### config.mk
export PLATFORM = sky130hd
export DESIGN_NAME = phy_strap_led_pin_logic
export DESIGN_NICKNAME = d
export VERILOG_FILES = /design/src/rtl/strap_pkg.sv /design/src/rtl/phy_strap_led_pin_logic.sv
export SDC_FILE = /design/constraint.sdc
export NUM_CORES = 1
export LEC_CHECK = 0
export ABC_CLOCK_PERIOD_IN_PS = 2850
export BUFFER_PORTS_ARGS = -buffer_cell sky130_fd_sc_hd__buf_2
export CORE_ASPECT_RATIO = 1.2
export CORE_MARGIN = 2
export CORE_UTILIZATION = 54
export DETAILED_ROUTE_END_ITERATION = 8
export PLACE_DENSITY = 0.88
export SYNTH_ARGS = -nofsm -noshare
export SYNTH_HDL_FRONTEND = slang
export SYNTH_SLANG_ARGS = --single-unit
### constraint.sdc
create_clock -name CLK -period 2.85 [get_ports CLK]
set_clock_uncertainty 0.1 [all_clocks]
set_input_delay 0.1425 -clock CLK [delete_from_list [all_inputs] [get_ports CLK]]
set_output_delay 0.1425 -clock CLK [all_outputs]
set_load 0.05 [all_outputs]
### src/rtl/strap_pkg.sv
// Constants shared by the strap capture and LED pin logic of the transceiver.
// Assumes a single 40 MHz clock domain; board pins reach the logic unsynchronised.
package strap_pkg;

   // Bit positions inside the vector of sampled pin inputs.
   localparam int IDX_LED0 = 0;
   localparam int IDX_CRS = 4;
   localparam int IDX_RXD0 = 5;
   localparam int IDX_COL = 9;
   localparam int IDX_IRQ = 10;
   localparam int IDX_RST = 11;
   localparam int PIN_W = 12;

   // Field widths.
   localparam int LED_W = 4;
   localparam int ADDR_W = 5;
   localparam int MODE_W = 3;
   localparam int RXD_W = 4;
   localparam int RXD3_BIT = 3;

   // Reset values of the latched configuration.
   localparam logic [ADDR_W-1:0] ADDR_RST = 5'h00;
   localparam logic [MODE_W-1:0] MODE_RST = 3'h0;
   localparam logic [PIN_W-1:0] PIN_RST = 12'h000;

   // Level that lights an LED pin.
   localparam logic LED_ACTIVE = 1'b1;

   // Pin phase: straps being sampled, or pins in their functional roles.
   typedef enum logic {ST_STRAP, ST_RUN} phase_t;

endpackage

### src/rtl/phy_strap_led_pin_logic.sv
// Strap capture and pin sharing for the LED, carrier, receive data, collision and interrupt pins.
// Assumes the core supplies link status on CLK and the board pins are asynchronous to CLK.
`timescale 1ns/1ps

module phy_strap_led_pin_logic
   import strap_pkg::*;
(
   // Clock, reset and enable.
   input wire logic CLK,
   input wire logic RST,
   input wire logic CE,
   // External reset pin, active low.
   input wire logic EXT_RESET_N,
   // Status from the transceiver core.
   input wire logic SPEED_100,
   input wire logic LINK_UP,
   input wire logic CARRIER_SENSE,
   input wire logic FULL_DUPLEX,
   input wire logic [RXD_W-1:0] RX_DATA,
   input wire logic COLLISION,
   input wire logic CRS_DV,
   input wire logic IRQ_REQ,
   // LED pins: speed, link, activity, duplex.
   input wire logic [LED_W-1:0] LED_IN,
   output logic [LED_W-1:0] LED_OUT,
   output logic [LED_W-1:0] LED_OE,
   // Carrier sense pin.
   input wire logic CRS_IN,
   output logic CRS_OUT,
   output logic CRS_OE,
   // Receive data pins.
   input wire logic [RXD_W-1:0] RXD_IN,
   output logic [RXD_W-1:0] RXD_OUT,
   output logic [RXD_W-1:0] RXD_OE,
   // Collision or carrier-sense-data-valid pin.
   input wire logic COL_IN,
   output logic COL_OUT,
   output logic COL_OE,
   // Interrupt or transmit error pin.
   input wire logic IRQ_PIN_IN,
   output logic IRQ_PIN_OUT,
   output logic IRQ_PIN_OE,
   // Latched configuration and pin-derived inputs.
   output logic [ADDR_W-1:0] PHY_ADDR,
   output logic [MODE_W-1:0] OP_MODE,
   output logic RMII_SEL,
   output logic IRQ_MODE,
   output logic STRAPS_VALID,
   output logic MODE_LOAD,
   output logic TX_ERR
);

   logic [PIN_W-1:0] pin_raw;
   logic [PIN_W-1:0] sync1;
   logic [PIN_W-1:0] sync2;
   logic [PIN_W-1:0] sync3;
   logic [PIN_W-1:0] filt;
   phase_t phase;
   logic release_evt;

   // Every board pin is gathered into one vector so one filter serves all.
   assign pin_raw = {EXT_RESET_N, IRQ_PIN_IN, COL_IN, RXD_IN, CRS_IN, LED_IN};

   // Three-stage synchroniser per pin; a level counts only once stages two and three agree.
   // This rejects a one-sample glitch on any pin, the reset pin included.
   genvar g;
   generate
      for (g = 0; g < PIN_W; g++)
      begin : g_sync
         always_ff @(posedge CLK or posedge RST)
         begin
            if (RST)
            begin
               sync1[g] <= PIN_RST[g];
               sync2[g] <= PIN_RST[g];
               sync3[g] <= PIN_RST[g];
               filt[g] <= PIN_RST[g];
            end
            else if (CE)
            begin
               sync1[g] <= pin_raw[g];
               sync2[g] <= sync1[g];
               sync3[g] <= sync2[g];
               if (sync2[g] == sync3[g])
               begin
                  filt[g] <= sync3[g];
               end
            end
         end
      end
   endgenerate

   // The release is the first cycle the filtered reset reads high while still in the strap phase.
   // A strap that moves within the filter delay of the reset rise may be taken at either level.
   assign release_evt = (phase == ST_STRAP) && filt[IDX_RST];

   // Phase tracking: low external reset returns the pins to the strap phase.
   always_ff @(posedge CLK or posedge RST)
   begin
      if (RST)
      begin
         phase <= ST_STRAP;
      end
      else if (CE)
      begin
         unique case (phase)
            ST_STRAP:
            begin
               if (filt[IDX_RST])
               begin
                  phase <= ST_RUN;
               end
            end
            ST_RUN:
            begin
               if (!filt[IDX_RST])
               begin
                  phase <= ST_STRAP;
               end
            end
         endcase
      end
   end

   // Strap capture at the reset release; values hold until the next release.
   always_ff @(posedge CLK or posedge RST)
   begin
      if (RST)
      begin
         PHY_ADDR <= ADDR_RST;
         OP_MODE <= MODE_RST;
         RMII_SEL <= 1'b0;
         IRQ_MODE <= 1'b1;
         STRAPS_VALID <= 1'b0;
         MODE_LOAD <= 1'b0;
      end
      else if (CE)
      begin
         MODE_LOAD <= release_evt;
         if (release_evt)
         begin
            PHY_ADDR <= {filt[IDX_CRS], filt[IDX_LED0 +: LED_W]};
            OP_MODE <= filt[IDX_RXD0 +: MODE_W];
            // The pin has an internal pull-down, so a floating pin reads low.
            RMII_SEL <= filt[IDX_COL];
            // The pin has an internal pull-up, so a floating pin reads high.
            IRQ_MODE <= filt[IDX_RXD0 + RXD3_BIT];
            STRAPS_VALID <= 1'b1;
         end
         else if (phase == ST_RUN && !filt[IDX_RST])
         begin
            STRAPS_VALID <= 1'b0;
         end
      end
   end

   // Output enables: nothing drives a shared pin until its strap has been taken.
   always_ff @(posedge CLK or posedge RST)
   begin
      if (RST)
      begin
         LED_OE <= '0;
         CRS_OE <= 1'b0;
         RXD_OE <= '0;
         COL_OE <= 1'b0;
         IRQ_PIN_OE <= 1'b0;
      end
      else if (CE)
      begin
         if (phase == ST_RUN && filt[IDX_RST])
         begin
            LED_OE <= '1;
            CRS_OE <= 1'b1;
            RXD_OE <= '1;
            COL_OE <= 1'b1;
            // In transmit error mode the pin is an input and stays undriven.
            IRQ_PIN_OE <= IRQ_MODE;
         end
         else
         begin
            LED_OE <= '0;
            CRS_OE <= 1'b0;
            RXD_OE <= '0;
            COL_OE <= 1'b0;
            IRQ_PIN_OE <= 1'b0;
         end
      end
   end

   // Functional pin values; registered so every pin changes on a clock edge.
   always_ff @(posedge CLK or posedge RST)
   begin
      if (RST)
      begin
         LED_OUT <= {LED_W{~LED_ACTIVE}};
         CRS_OUT <= 1'b0;
         RXD_OUT <= '0;
         COL_OUT <= 1'b0;
         IRQ_PIN_OUT <= 1'b1;
      end
      else if (CE)
      begin
         LED_OUT[0] <= SPEED_100 ? LED_ACTIVE : ~LED_ACTIVE;
         LED_OUT[1] <= LINK_UP ? LED_ACTIVE : ~LED_ACTIVE;
         LED_OUT[2] <= CARRIER_SENSE ? LED_ACTIVE : ~LED_ACTIVE;
         LED_OUT[3] <= FULL_DUPLEX ? LED_ACTIVE : ~LED_ACTIVE;
         CRS_OUT <= CARRIER_SENSE;
         RXD_OUT <= RX_DATA;
         // RMII folds carrier and data valid onto the collision pin.
         COL_OUT <= RMII_SEL ? CRS_DV : COLLISION;
         IRQ_PIN_OUT <= ~IRQ_REQ;
      end
   end

   // Transmit error taken from the shared pin only when it is configured as an input.
   always_ff @(posedge CLK or posedge RST)
   begin
      if (RST)
      begin
         TX_ERR <= 1'b0;
      end
      else if (CE)
      begin
         TX_ERR <= STRAPS_VALID && !IRQ_MODE && filt[IDX_IRQ];
      end
   end
endmodule // phy_strap_led_pin_logic

==> run metrics <==
VDD IR-drop max 0.463 mV; CP Depth 3; die height 86.3 um; Port Buffers 60; Clock transition at path regs 0.07 ns; class of the most critical setup path reg2reg; # rows 29; Clock Latency Late Sink 0.33 ns; DRT Wirelength 5240 um; setup slack at placement 1.28 ns; Startpoint Class register; first-pass GRT wire length 8870 um; R2R Setup Slk 1.29 ns; Max Buffers Root-to-Sink 2; Final Hold Fails 0; cell count after synthesis 232; reg2reg end OP_MODE[2]; Core ar. 5370 um^2; Routed Antenna Nets 0; Slew headroom 54.6%; grt met1 use 24.1%; IO Count 61; min-delay worst type in2reg; Power Density 956 nW/um^2; CTS tree done; PnR worst setup slack 1.29 ns; Final Slew Violations 0; final number of setup-violating endpoints 0; CP Launch Point filt[11]; RSZ-0062 raised after global routing no; Crit-path slowest cell dfrtp_1; met2 GRT Util 28.9%; setup TNS 0 ns; vias per inst 5.17; commonest non-fill, non-tap cell in the layout dfrtp_1; Crit Path Max Fanout 11; Iteration-0 DRC Markers 138; hpwl dp 3410 um; worst hold start CRS_DV; GRT Total Usage 18.6%; area of the die 6260 um^2; H-tree depth 3; number of buffers and inverters on the critical path 0; R2R cell count 3; Max-Cap Viols 0; slowest stage delay, CP 0.43 ns; Worst-Margin Slew 0.680 ns; final core utilization 69.5%; final instance area 3730 um^2; pin count of the biggest net entering global routing 67; drt pass-1 iters 4; Synthesized Nets 260; FF/Latch Area 1850 um^2; Chip Width 72.6 um; Mapped Area 3050 um^2; Pwr Total 3570 uW; ratio of cells with drive above 1 in the final layout 40.4%; Leak 0.00179 uW; Area growth, synth to finish 22.5%; fmax 642 MHz; Synth cell types 20; commonest cells after routing, fill and taps aside 72 x dfrtp_1, 60 x buf_2, 35 x mux2_2, 22 x dlygate4sd3_1, 17 x inv_1; Initial Util 56.8%; n_diodes 0; DR WL/cell 14.0 um; Final Net Count 335; gpl congestion 0.699; Top Usage Layer GRT met2; antenna violations before repair 0; number of synthesized register bits 74; Crit path max-delay family flip-flops; Synth Area per Inst 13.1 um^2; Ys Warns 0; met3 usage 5.70%; Fillers 357; Period minus WS final 1.56 ns; Residual DRC 0; final period utilization 54.7%; total gr overflow 0; r2r startpoint filt[11]; crit end category register; crit-path cells ha_1, nand2_2, mux2_2; Critical Path RT 2.97 ns; CTS Root Cell clkbuf_8; vias in the first global route 1,897; Area after DPL 3310 um^2; footprint of the multi-input gates 978 um^2; outcome completed; TritonCTS Buffers 9; crit path to OP_MODE[2]; register area share after synthesis 60.8%; Clock Sinks 74; CP arrival 1.68 ns; via count 1,932
[metrics by stage]
stage | std cells | hold slack [ns]
global placement | 336 | 0.181
global route | 374 | 0.0549
CTS | 374 | 0.00625
finish | 374 | 0.0201
floorplan | 232 | 0.101
detailed placement | 336 | 0.180
[metal layers]
metal  up-vias  part of all wire (%)
met5         -                     0
met2        53                    49
met1       944                    44
met4         0                   2.1
met3        10                   4.6
li1        925                     -
[power by group]
group	total [uW]	switching (uW)	leakage, uW	internal [uW]
clock	788	353	0.000106	435
combinational	1270	847	0.000813	425
sequential	1510	196	0.000870	1320
[tightest hold or removal path, stage by stage]
cell     delay [ns]
buf_2          0.08
mux2i_1        0.06
a21oi_1        0.14
[what timing repair did]
item,CTS,global route
hold buffers,22,0
setup endpoints to repair,0,0
gates resized for setup,0,0
endpoints found under the hold margin,53,0
setup buffers,0,0
[cells in the mapped netlist]
library cell	number	area, um^2
a21oi_1	13	65.1
buf_2	4	20.0
buf_4	15	113
buf_6	1	11.3
clkbuf_1	1	3.75
dfrtp_1	72	1800
dfstp_2	2	52.6
ha_1	2	25.0
inv_1	18	67.6
mux2_2	35	394
mux2_4	9	135
mux2i_1	2	20.0
nand2_1	13	48.8
nand2_2	1	6.26
nand2b_1	13	81.3
nand3_1	1	5.00
nand4b_1	1	8.76
nor2_1	1	3.75
o21ai_0	16	80.1
o2bb2ai_1	12	105
[cell type report]
| class | count | area share, % |
|---|---|---|
| repair buffers | 85 | 14.9 |
| clock buffers | 15 | 5.26 |
| flip-flops and latches | 74 | 49.6 |
| inverters | 18 | 1.81 |
| clock inverters | 1 | 0.134 |
| multi-input cells | 119 | 26.2 |
| well taps | 62 | 2.08 |
[state kept, by name, indices dropped and copies added (netlist names)]
register	flops
RXD_OUT	4
COL_OUT	1
PHY_ADDR	5
RMII_SEL	1
sync3	12
LED_OUT	4
filt	12
TX_ERR	1
STRAPS_VALID	1
IRQ_PIN_OE	1
sync1	12
IRQ_PIN_OUT	1
IRQ_MODE	1
MODE_LOAD	1
sync2	12
phase	1
RXD_OE	1
OP_MODE	3
[kinds of logic after synthesis]
| group | count (synthesis) | synth area share [%] |
|---|---|---|
| multiplexers | 46 | 18.0 |
| adder cells (fa/ha/maj) | 2 | 0.821 |
| buffers and inverters | 39 | 7.06 |
| AO/OA/AOI/OAI | 41 | 8.21 |
| flip-flops | 74 | 60.8 |
| AND/OR/NAND/NOR | 30 | 5.05 |
[worst min-delay path by stage]
stage,endpoint,cells past startpoint,slack [ns]
floorplan,IRQ_PIN_OUT,1,0.10
global placement,LED_OUT[2],2,0.18
detailed placement,LED_OUT[2],2,0.18
CTS,COL_OUT,3,0.006
global route,COL_OUT,3,0.05
finish,COL_OUT,3,0.02
Power figures use the tool's default switching activity.
